### src/logic/line_sync_pkg.sv
// constants and types for the line exposure sync control
package line_sync_pkg;
    localparam int CLK_HZ = 100_000_000;
    localparam int US_PER_S = 1_000_000;
    localparam int MS_PER_S = 1_000;
    localparam int CYC_PER_US = CLK_HZ / US_PER_S;
    localparam int CYC_PER_MS = CLK_HZ / MS_PER_S;
    localparam logic [12:0] LINE_HZ_MIN = 13'h0032;
    localparam logic [12:0] LINE_HZ_MAX = 13'h1BE6;
    localparam logic [14:0] EXP_US_MIN = 15'h000A;
    localparam logic [14:0] EXP_US_MAX = 15'h4E20;
    localparam logic [14:0] EXP_US_DEFAULT = 15'(US_PER_S / 7142 + 1);
    localparam logic [14:0] DIV_MIN = 15'h0001;
    localparam logic [14:0] LINES_MIN = 15'h0001;
    localparam logic [4:0] MODE_FRAME_EDGE = 5'h08;
    localparam logic [4:0] MODE_FRAME_LEVEL = 5'h10;
    localparam logic [2:0] MODE_FREE = 3'h0;
    localparam logic [2:0] MODE_READOUT = 3'h1;
    localparam logic [2:0] MODE_FREE_MAX = 3'h2;
    localparam logic [2:0] MODE_EXPOSURE = 3'h4;
    localparam logic [2:0] MODE_WINDOW = 3'h5;
    localparam logic ACK_OK = 1'b0;
    localparam logic ACK_FAIL = 1'b1;
    localparam logic [31:0] CNT_ONE = 32'h0000_0001;
    typedef enum logic [1:0] {FR_IDLE, FR_DELAY, FR_LINES} frame_state_e;
endpackage

### src/logic/settings_if.sv
// settings carrier between the control core and its storage
`timescale 1ns/1ps
interface settings_if;
    logic wr;
    logic [4:0] mode;
    logic [12:0] line_hz;
    logic [14:0] exp_us;
    logic [14:0] divider;
    logic [14:0] delay_ms;
    logic [14:0] lines;
    logic decouple;
    logic [4:0] q_mode;
    logic [12:0] q_line_hz;
    logic [14:0] q_exp_us;
    logic [14:0] q_divider;
    logic [14:0] q_delay_ms;
    logic [14:0] q_lines;
    logic q_decouple;
    modport core (output wr, mode, line_hz, exp_us, divider, delay_ms, lines, decouple,
        input q_mode, q_line_hz, q_exp_us, q_divider, q_delay_ms, q_lines, q_decouple);
    modport store (input wr, mode, line_hz, exp_us, divider, delay_ms, lines, decouple,
        output q_mode, q_line_hz, q_exp_us, q_divider, q_delay_ms, q_lines, q_decouple);
endinterface

### src/logic/settings_store.sv
// retained settings store, read data registered
`timescale 1ns/1ps
module settings_store (
    input wire logic i_ref_clk,
    input wire logic i_reset_n,
    settings_if.store s
);
    logic [4:0] mode, next_mode;
    logic [12:0] line_hz, next_line_hz;
    logic [14:0] exp_us, next_exp_us;
    logic [14:0] divider, next_divider;
    logic [14:0] delay_ms, next_delay_ms;
    logic [14:0] lines, next_lines;
    logic decouple, next_decouple;

    always_comb begin
        next_mode = mode;
        next_line_hz = line_hz;
        next_exp_us = exp_us;
        next_divider = divider;
        next_delay_ms = delay_ms;
        next_lines = lines;
        next_decouple = decouple;
        if (s.wr) begin
            next_mode = s.mode;
            next_line_hz = s.line_hz;
            next_exp_us = s.exp_us;
            next_divider = s.divider;
            next_delay_ms = s.delay_ms;
            next_lines = s.lines;
            next_decouple = s.decouple;
        end
    end

    // held over reset; only a write changes them
    always_ff @(posedge i_ref_clk) begin
        mode <= next_mode;
        line_hz <= next_line_hz;
        exp_us <= next_exp_us;
        divider <= next_divider;
        delay_ms <= next_delay_ms;
        lines <= next_lines;
        decouple <= next_decouple;
    end

    always_ff @(posedge i_ref_clk) begin
        if (!i_reset_n) begin
            s.q_mode <= 5'h00;
            s.q_line_hz <= line_sync_pkg::LINE_HZ_MIN;
            s.q_exp_us <= line_sync_pkg::EXP_US_DEFAULT;
            s.q_divider <= line_sync_pkg::DIV_MIN;
            s.q_delay_ms <= 15'h0000;
            s.q_lines <= line_sync_pkg::LINES_MIN;
            s.q_decouple <= 1'b0;
        end else begin
            s.q_mode <= mode;
            s.q_line_hz <= line_hz;
            s.q_exp_us <= exp_us;
            s.q_divider <= divider;
            s.q_delay_ms <= delay_ms;
            s.q_lines <= lines;
            s.q_decouple <= decouple;
        end
    end
endmodule

### src/logic/line_exposure_sync_control.sv
// line and frame exposure sequencing core
`timescale 1ns/1ps
module line_exposure_sync_control #(
    parameter logic HAS_SHUTTER = 1'b1
) (
    // clock and reset
    input wire logic i_ref_clk,
    input wire logic i_reset_n,
    // trigger pins
    input wire logic i_line_trig_n,
    input wire logic i_frame_trig_n,
    // setting command
    input wire logic i_set_valid,
    input wire logic [4:0] i_set_mode,
    input wire logic [12:0] i_set_line_hz,
    input wire logic [14:0] i_set_exp_us,
    input wire logic i_set_exp_default,
    input wire logic [14:0] i_set_divider,
    input wire logic [14:0] i_set_delay_ms,
    input wire logic [14:0] i_set_lines,
    input wire logic i_set_decouple,
    // acknowledge
    output logic o_ack_valid,
    output logic o_ack_code,
    // sensor timing
    output logic o_scan_start_pulse,
    output logic o_exposing,
    output logic o_readout_pulse,
    output logic o_data_enable,
    output logic o_exposure_line_decoupling,
    output logic o_frame_active
);
    settings_if s ();

    settings_store u_store (
        .i_ref_clk(i_ref_clk),
        .i_reset_n(i_reset_n),
        .s(s)
    );

    function automatic logic [31:0] hz_to_cycles(input logic [12:0] hz);
        return 32'(line_sync_pkg::CLK_HZ / ((hz == 13'h0000) ? 1 : int'(hz)));
    endfunction

    // settings check and acknowledge
    logic bad;
    logic [14:0] exp_eff;
    always_comb begin
        exp_eff = i_set_exp_default ? line_sync_pkg::EXP_US_DEFAULT : i_set_exp_us;
        bad = 1'b0;
        unique case (i_set_mode[2:0])
            line_sync_pkg::MODE_FREE, line_sync_pkg::MODE_READOUT,
            line_sync_pkg::MODE_FREE_MAX, line_sync_pkg::MODE_WINDOW: bad = 1'b0;
            line_sync_pkg::MODE_EXPOSURE: bad = !HAS_SHUTTER;
            default: bad = 1'b1;
        endcase
        if ((i_set_mode & (line_sync_pkg::MODE_FRAME_EDGE | line_sync_pkg::MODE_FRAME_LEVEL))
            == (line_sync_pkg::MODE_FRAME_EDGE | line_sync_pkg::MODE_FRAME_LEVEL)) begin
            bad = 1'b1;
        end
        if (i_set_line_hz < line_sync_pkg::LINE_HZ_MIN ||
            i_set_line_hz > line_sync_pkg::LINE_HZ_MAX) begin
            bad = 1'b1;
        end
        if (exp_eff < line_sync_pkg::EXP_US_MIN || exp_eff > line_sync_pkg::EXP_US_MAX) begin
            bad = 1'b1;
        end
        if (i_set_divider < line_sync_pkg::DIV_MIN || i_set_lines < line_sync_pkg::LINES_MIN) begin
            bad = 1'b1;
        end
        s.wr = i_set_valid && !bad;
        s.mode = i_set_mode;
        s.line_hz = (i_set_mode[2:0] == line_sync_pkg::MODE_FREE_MAX) ?
            line_sync_pkg::LINE_HZ_MAX : i_set_line_hz;
        s.exp_us = exp_eff;
        s.divider = i_set_divider;
        s.delay_ms = i_set_delay_ms;
        s.lines = i_set_lines;
        s.decouple = i_set_decouple;
    end

    logic ack_valid, next_ack_valid, ack_code, next_ack_code;
    always_comb begin
        next_ack_valid = i_set_valid;
        next_ack_code = bad ? line_sync_pkg::ACK_FAIL : line_sync_pkg::ACK_OK;
    end

    // trigger synchronisers
    logic [1:0] line_meta, frame_meta;
    logic line_s, frame_s, line_d, frame_d;
    logic line_fall, frame_fall;
    always_ff @(posedge i_ref_clk) begin
        line_meta <= {line_meta[0], i_line_trig_n};
        frame_meta <= {frame_meta[0], i_frame_trig_n};
        line_d <= line_s;
        frame_d <= frame_s;
    end
    always_comb begin
        line_s = line_meta[1];
        frame_s = frame_meta[1];
        line_fall = line_d && !line_s;
        frame_fall = frame_d && !frame_s;
    end

    // trigger divider
    logic [14:0] div_cnt, next_div_cnt;
    logic trig;
    always_comb begin
        trig = 1'b0;
        next_div_cnt = div_cnt;
        if (line_fall) begin
            if (div_cnt + 15'h0001 >= s.q_divider) begin
                next_div_cnt = 15'h0000;
                trig = 1'b1;
            end else begin
                next_div_cnt = div_cnt + 15'h0001;
            end
        end
    end

    // line period and exposure timing
    logic [31:0] period, exp_cyc, line_cnt, next_line_cnt, exp_cnt, next_exp_cnt;
    logic exposing, next_exposing, trig_pend, next_trig_pend;
    logic scan_start_pulse, next_sos, rd, next_rd, decoupled, next_decoupled;
    logic line_tick;
    always_comb begin
        period = hz_to_cycles(s.q_line_hz);
        exp_cyc = 32'(s.q_exp_us) * 32'(line_sync_pkg::CYC_PER_US);
        next_decoupled = HAS_SHUTTER && (s.q_decouple || exp_cyc < period);
        line_tick = (line_cnt + line_sync_pkg::CNT_ONE >= period);
        next_line_cnt = line_tick ? 32'h0000_0000 : line_cnt + line_sync_pkg::CNT_ONE;
        next_exp_cnt = exp_cnt;
        next_exposing = exposing;
        next_trig_pend = trig_pend;
        next_sos = 1'b0;
        next_rd = 1'b0;
        if (exposing && exp_cnt != 32'h0000_0000) begin
            next_exp_cnt = exp_cnt - line_sync_pkg::CNT_ONE;
        end
        if (exposing && exp_cnt == line_sync_pkg::CNT_ONE && decoupled) begin
            next_exposing = 1'b0;
        end
        unique case (s.q_mode[2:0])
            line_sync_pkg::MODE_READOUT: begin
                if (trig) begin
                    next_trig_pend = 1'b1;
                end
                if (line_tick) begin
                    next_sos = 1'b1;
                    next_exposing = 1'b1;
                    next_exp_cnt = exp_cyc;
                    next_rd = trig_pend || trig;
                    next_trig_pend = 1'b0;
                end
            end
            line_sync_pkg::MODE_EXPOSURE: begin
                if (exposing && exp_cnt == line_sync_pkg::CNT_ONE) begin
                    next_rd = 1'b1;
                    next_exposing = 1'b0;
                end
                if (trig) begin
                    next_sos = 1'b1;
                    next_exposing = 1'b1;
                    next_exp_cnt = exp_cyc;
                    next_line_cnt = 32'h0000_0000;
                end
            end
            line_sync_pkg::MODE_WINDOW: begin
                if (trig) begin
                    next_sos = 1'b1;
                    next_rd = 1'b1;
                    next_exposing = 1'b1;
                    next_exp_cnt = 32'h0000_0000;
                end
            end
            default: begin
                if (line_tick) begin
                    next_sos = 1'b1;
                    next_rd = 1'b1;
                    next_exposing = 1'b1;
                    next_exp_cnt = exp_cyc;
                end
            end
        endcase
    end

    // frame gating
    line_sync_pkg::frame_state_e fstate, next_fstate;
    logic [31:0] delay_cnt, next_delay_cnt;
    logic [14:0] lines_left, next_lines_left;
    logic frame_on, data_en;
    always_comb begin
        frame_on = |(s.q_mode & (line_sync_pkg::MODE_FRAME_EDGE | line_sync_pkg::MODE_FRAME_LEVEL));
        next_fstate = fstate;
        next_delay_cnt = delay_cnt;
        next_lines_left = lines_left;
        unique case (fstate)
            line_sync_pkg::FR_IDLE: begin
                if ((s.q_mode & line_sync_pkg::MODE_FRAME_EDGE) != 5'h00 && frame_fall) begin
                    next_fstate = line_sync_pkg::FR_DELAY;
                    next_delay_cnt = 32'(s.q_delay_ms) * 32'(line_sync_pkg::CYC_PER_MS);
                end
            end
            line_sync_pkg::FR_DELAY: begin
                if (delay_cnt == 32'h0000_0000) begin
                    next_fstate = line_sync_pkg::FR_LINES;
                    next_lines_left = s.q_lines;
                end else begin
                    next_delay_cnt = delay_cnt - line_sync_pkg::CNT_ONE;
                end
            end
            line_sync_pkg::FR_LINES: begin
                if (rd) begin
                    next_lines_left = lines_left - 15'h0001;
                    if (lines_left == 15'h0001) begin
                        next_fstate = line_sync_pkg::FR_IDLE;
                    end
                end
            end
            default: next_fstate = line_sync_pkg::FR_IDLE;
        endcase
        if ((s.q_mode & line_sync_pkg::MODE_FRAME_EDGE) == 5'h00) begin
            next_fstate = line_sync_pkg::FR_IDLE;
        end
        if (!frame_on) begin
            data_en = 1'b1;
        end else if ((s.q_mode & line_sync_pkg::MODE_FRAME_LEVEL) != 5'h00) begin
            data_en = !frame_s;
        end else begin
            data_en = (fstate == line_sync_pkg::FR_LINES);
        end
    end

    always_ff @(posedge i_ref_clk) begin
        if (!i_reset_n) begin
            ack_valid <= 1'b0;
            ack_code <= line_sync_pkg::ACK_OK;
            div_cnt <= 15'h0000;
            line_cnt <= 32'h0000_0000;
            exp_cnt <= 32'h0000_0000;
            exposing <= 1'b0;
            trig_pend <= 1'b0;
            scan_start_pulse <= 1'b0;
            rd <= 1'b0;
            decoupled <= 1'b0;
            fstate <= line_sync_pkg::FR_IDLE;
            delay_cnt <= 32'h0000_0000;
            lines_left <= 15'h0000;
        end else begin
            ack_valid <= next_ack_valid;
            ack_code <= next_ack_code;
            div_cnt <= next_div_cnt;
            line_cnt <= next_line_cnt;
            exp_cnt <= next_exp_cnt;
            exposing <= next_exposing;
            trig_pend <= next_trig_pend;
            scan_start_pulse <= next_sos;
            rd <= next_rd;
            decoupled <= next_decoupled;
            fstate <= next_fstate;
            delay_cnt <= next_delay_cnt;
            lines_left <= next_lines_left;
        end
    end

    // registered outputs
    always_ff @(posedge i_ref_clk) begin
        if (!i_reset_n) begin
            o_ack_valid <= 1'b0;
            o_ack_code <= line_sync_pkg::ACK_OK;
            o_scan_start_pulse <= 1'b0;
            o_exposing <= 1'b0;
            o_readout_pulse <= 1'b0;
            o_data_enable <= 1'b0;
            o_exposure_line_decoupling <= 1'b0;
            o_frame_active <= 1'b0;
        end else begin
            o_ack_valid <= ack_valid;
            o_ack_code <= ack_code;
            o_scan_start_pulse <= scan_start_pulse;
            o_exposing <= exposing;
            o_readout_pulse <= rd && data_en;
            o_data_enable <= data_en;
            o_exposure_line_decoupling <= decoupled;
            o_frame_active <= frame_on && data_en;
        end
    end
endmodule

### config.mk
export PLATFORM = sky130hd
export DESIGN_NAME = line_exposure_sync_control
export DESIGN_NICKNAME = d
export VERILOG_FILES = /design/src/logic/line_sync_pkg.sv /design/src/logic/settings_if.sv /design/src/logic/settings_store.sv /design/src/logic/line_exposure_sync_control.sv
export SDC_FILE = /design/constraint.sdc
export NUM_CORES = 2
export LEC_CHECK = 0
export ABC_AREA = 1
export BUFFER_PORTS_ARGS = -buffer_cell sky130_fd_sc_hd__buf_2
export CORE_AREA = 2 2 272 274
export DETAILED_ROUTE_END_ITERATION = 8
export DIE_AREA = 0 0 274 276
export GPL_ROUTABILITY_DRIVEN = 0
export PLACE_DENSITY = 0.81
export SLEW_MARGIN = 20
export SYNTH_ARGS = -nofsm -noshare
export SYNTH_HDL_FRONTEND = slang
export SYNTH_SLANG_ARGS = --single-unit
### constraint.sdc
create_clock -name i_ref_clk -period 137.2 [get_ports i_ref_clk]
set_input_delay 27.44 -clock i_ref_clk [delete_from_list [all_inputs] [get_ports i_ref_clk]]
set_output_delay 27.44 -clock i_ref_clk [all_outputs]
set_load 0.03 [all_outputs]
### Word-level counts from Yosys, hierarchy flattened

Index checks and enable logic that the tools add are counted.

* $add $sub $neg: 5
* multipliers: 2
* divide/modulo/power cells: 1
* order comparisons: 9
* equal/unequal tests: 17
* muxes and demuxes: 46
* bitwise logic cells: 1
* reductions and logical operators: 34

Operators by type and width (count)
* two-way mux 32 bit: 9
* one-hot mux 32 bit (2 select lines): 2
* subtractor 32 x 1 -> 32 bit, second input constant: 2
* two-way mux 15 bit: 4
* adder 32 x 1 -> 32 bit, second input constant: 1
* divider 28 x 32 -> 32 bit, first input constant: 1
* equality test 32 x 1 -> 1 bit, second input constant: 1
* greater-or-equal comparator 32 bit: 1
* logical NOT 32 bit: 1
* < comparator 22 x 32 -> 1 bit: 1
* nonzero test 32 bit: 1
* < comparator 15 x 1 -> 1 bit, second input constant: 2
* one-hot mux 15 bit (2 select lines): 1
* multiplier 15 x 12 -> 27 bit, second input constant: 1
* two-way mux 1 bit: 22
* multiplier 15 x 5 -> 20 bit, second input constant: 1
* adder 15 x 1 -> 15 bit, second input constant: 1
* equality test 15 x 1 -> 1 bit, second input constant: 1
* greater-or-equal comparator 15 bit: 1
* > comparator 15 bit, second input constant: 1
* < comparator 15 x 4 -> 1 bit, second input constant: 1
* subtractor 15 x 1 -> 15 bit, second input constant: 1
* > comparator 13 bit, second input constant: 1
* logical NOT 13 bit: 1
* 25 further kinds: 56

* register bits after elaboration: 307
* logic and storage cells: 154

### Longest topological paths before layout

* depth in word-level cells: 9
* mapped depth: 506
* gate-level depth less buffers: 460

### Modules after synthesis

Synthesis repeated with hierarchy kept, for this count alone.

* cells, all modules: 6816
* area, all modules: 44496.4 µm²

Modules (own cells, without submodules)
* line_exposure_sync_control: instances 1, cells each 6491, area each 39885.8 µm², seq. area each 2982.9 µm²
* settings_store: instances 1, cells each 325, area each 4610.7 µm², seq. area each 3953.8 µm²

### Worst setup path before layout

OpenSTA, ideal clock, no wires.

* kind: flip-flop to flip-flop
* start point: register u_store.s.q_line_hz[1]
* end point: register exp_cnt[11]
* arrival: 64964 ps
* required time: 137066 ps
* path slack: 72102 ps
* stages on the path, launching flop included: 473
* path buffers: 54
* cell sequence: dfxtp_1 > inv_2 > nand2_4 > nor2_4 > a21oi_4 > clkbuf_1 > clkbuf_8 > clkbuf_1 > clkbuf_1 > nor2_1 > ha_1 > inv_1 > nand2_1 > nand2_1 > nand2_1 > nand2_1 > nor2_1 > inv_1 > (+437 left out) > nor2_1 > nand2_1 > ha_1 > inv_1 > a21oi_1 > o31ai_1 > nand2_1 > o311ai_0 > nand2_1 > o2111ai_1 > nand2_1 > nand3_1 > nor2_1 > nor2_1 > inv_1 > nand2_1 > clkbuf_1 > o32ai_1

* longest elaborated chain between the ends: 6

Ends and longest elaborated chain
* start, declared: RTL line settings_if.sv:22 `output q_mode, q_line_hz, q_exp_us, q_divider, q_delay_ms, q_lines, q_decouple);`
* start signal, assigned: RTL line settings_store.sv:49 `s.q_line_hz <= line_sync_pkg::LINE_HZ_MIN;`
* start signal, assigned: RTL line settings_store.sv:57 `s.q_line_hz <= line_hz;`
* logical NOT 13 bit: RTL line line_exposure_sync_control.sv:42 `return 32'(line_sync_pkg::CLK_HZ / ((hz == 13'h0000) ? 1 : int'(hz)));`
* two-way mux 13 bit (*): RTL line line_exposure_sync_control.sv:42
* divider 28 x 32 -> 32 bit (*): RTL line line_exposure_sync_control.sv:42
* greater-or-equal comparator 32 bit (*): RTL line line_exposure_sync_control.sv:130 `line_tick = (line_cnt + line_sync_pkg::CNT_ONE >= period);`
* two-way mux 32 bit (*): RTL line line_exposure_sync_control.sv:148, line_exposure_sync_control.sv:177
* one-hot mux 32 bit (2 select lines) (*): RTL line line_exposure_sync_control.sv:143 `unique case (s.q_mode[2:0])`
* end signal, assigned: RTL line line_exposure_sync_control.sv:254 `exp_cnt <= next_exp_cnt;`
* end, declared: RTL line line_exposure_sync_control.sv:122 `logic [31:0] period, exp_cyc, line_cnt, next_line_cnt, exp_cnt, next_exp_cnt;`

Every way passes the cells marked *; elsewhere a longest branch is shown, timed or not.
A chain may end at the register's enable or synchronous reset.

### Final worst setup path

* start point: register u_store.s.q_line_hz[9]
* end point: register exp_cnt[8]

Same word-level chain as after synthesis.

==> impl_metrics.yaml <==
hold_path:
  whs_path_depth: 0
  min_path_type: "flip-flop to flip-flop"
  min_from: "line_meta[0]"
  whs_endpoint: "line_meta[1]"
final_layout:
  fin_nets: 7621
  final_util_pct: 66.4
  stdcell_count: 7945
  drive_above_1_share_pct: 12.1
  diodes: 0
  area_delta_synth_final_pct: 4.34
cts:
  cts.sink_count: 307
  clk_latency_ps: 570
  htree_levels: 2
  cts_hold_buffers: 0
  postCtsSetupBuffers: 0
  post_cts_resized: 0
  cts_made_buffers: 34
  clockBufferDepth: 3
  root_buffer: "clkbuf_16"
  clk_pin_slew_ps: 60
  tritoncts: "yes"
yosys:
  async_reset_ff_share_pct: 0
  synth_most_common_cell: "nand2_1"
  ys_seq_area_share_pct: 15.0
  yosysWarnings: 0
  synth_area_um2: 46200
  synthTopCellsByCount: "nand2_1, inv_1, nor2_1"
  syn_area_per_cell_um2: 6.65
  synth.area.top_cells: "ha_1, nand2_1, dfxtp_1"
  synth_edf_count: 79
  ys.flop_type: "dfxtp_1"
  synth_nets: 7601
  synthCells: 6940
  synth_cell_types: 98
  synth_seq_cells: 307
  synth_largest_area_cell: "ha_1"
  synth_top_area_share_pct: 14.3
timing:
  worst_slew_margin_rel_pct: 31.8
  tns_ps: 0
  setup_viol: 0
  hold_viol: 0
  min_period_ps: 74180
  tightestPinTransition_ps: 1020
  finalClockSkew_ps: 20.6
  grt_setup_unrepaired: "false"
  fmax_ghz: 0.0135
  hold_ws_ps: 331
  drv_slew: 0
  period_share_pct: 54.1
floorplanning:
  core_region_area_um2: 72600
  die_x_um: 274
  die_area_um2: 75600
  fp-row-count: 99
  ios: 93
  fp.dieH_um: 276
  initial_utilization_pct: 63.6
worst_setup_path:
  cp-start-kind: "flip-flop"
  cp.required_ps: 137610
  r2r-start: "u_store.s.q_line_hz[9]"
  cp-end-kind: "flip-flop"
  cp_common_cell: "nand2_1"
  path_buf_inv: 56
  critPathSlowestCell: "nor3_2"
  worstSetupPathType: "flip-flop to flip-flop"
  arrival_ps: 74590
  reg2reg_to: "exp_cnt[8]"
  max_stage_delay_ps: 850
  crit_path_max_fanout: 41
  reg2regPathDepth: 428
  r2r_slack_ps: 63020
  critical-path-top-delay-family: "simple AND/OR/NAND/NOR gates"
outcome:
  status: "finished clean"
drt:
  drcViolationCount: 0
  ant_nets: 0
  drt-wirelength-per-cell_um: 15.2
  drt_iter0_drc: 3504
  dr.pass1.iters: 6
  wirelength_um: 121000
  viasPerCell: 5.68
  dr_total_vias: 45100
global_route:
  grt_max_degree: 88
  antenna_found_initial: 3
  grt_pass1_wl_um: 199000
  grt.total_usage_pct: 30.9
  grt_pass1_vias: 42500
  overflow: 0
place:
  dp_cells: 7883
  hpwl_um: 96000
  port_buffers: 92
job:
  maxCapViolCount: 0
[per-stage QoR]
step	setup slack [ps]	instance area (um^2)
after floorplan	72100	46200
after global placement	67000	47100
after detailed placement	64330	47100
after CTS	64200	48200
after global routing	55040	48200
final	63020	48200
[state kept, by name, summed over array words and instances (netlist names), 13 cells and up]
register              cells
delay_cnt                32
div_cnt                  15
exp_cnt                  32
line_cnt                 32
lines_left               15
u_store.delay_ms         15
u_store.divider          15
u_store.exp_us           15
u_store.line_hz          13
u_store.lines            15
u_store.s.q_delay_ms     15
u_store.s.q_divider      15
u_store.s.q_exp_us       15
u_store.s.q_line_hz      13
u_store.s.q_lines        15
[logic make-up (layout without fill, tap and decap cells)]
logic type | count (synthesis) | after routing | synth area share (%)
xor gates and xnor gates | 367 | 367 | 6.98
muxes | 1 | 1 | 0.0217
other | 2 | 2 | 0.0163
DFF | 307 | 307 | 15.0
adders and majority gates | 576 | 576 | 16.4
and+or+nand+nor | 3148 | 3148 | 34.1
buffers and inverters | 1314 | 1360 | 12.0
AOI/OAI and AO/OA | 1225 | 1225 | 15.5
[placed cells by master (no fill, tap or decap), types with 33 or more instances in the layout]
cell	n
dfxtp_1	228
clkbuf_16	35
nand3_2	88
edfxtp_1	79
nand2_2	142
nand3_1	352
ha_1	526
nor2_1	577
o21bai_1	50
nand2_4	67
buf_2	91
or2_2	51
nand4_1	156
fa_1	50
nor3_1	96
nor2_4	41
o211ai_1	33
inv_1	1070
nand2_1	1379
o21ai_0	432
a21oi_1	453
a31oi_1	39
xnor2_1	136
xor2_1	230
inv_2	71
nor2_2	60
[final cells by class]
cell class | count | area, um^2
Multi-Input combinational cell | 5319 | 33700
Fill cell | 6515 | 24400
Sequential cell | 307 | 6940
Inverter | 1185 | 4580
Tap cell | 959 | 1200
Clock buffer | 41 | 918
Timing Repair Buffer | 113 | 621
Clock inverter | 21 | 190
[metal layers]
metal / track usage (%) / vias to the layer above / wire (um)
li1: - / 22900 / -
met1: 38.6 / 20400 / 51400
met5: 0 / - / 36
met3: 3.50 / 363 / 7520
met2: 54.4 / 1503 / 57100
met4: 11.5 / 6 / 4530
[how the worst max path moves through the flow]
| stage | startpoint | end | slack, ps | cells after the start |
|---|---|---|---|---|
| 2_1_floorplan | u_store.s.q_line_hz[1] | exp_cnt[11] | 72100 | 472 |
| 3_3_place_gp | u_store.s.q_line_hz[9] | exp_cnt[15] | 67000 | 422 |
| 3_5_place_dp | u_store.s.q_line_hz[9] | exp_cnt[3] | 64330 | 425 |
| 4_1_cts | u_store.s.q_line_hz[9] | exp_cnt[8] | 64200 | 424 |
| 5_1_grt | u_store.s.q_line_hz[9] | exp_cnt[8] | 55040 | 425 |
| 6_report | u_store.s.q_line_hz[9] | exp_cnt[8] | 63020 | 428 |
Power is left out: the tool's default activity adds up to more than one toggle a clock period on the data nets, which glitch-free logic cannot reach.
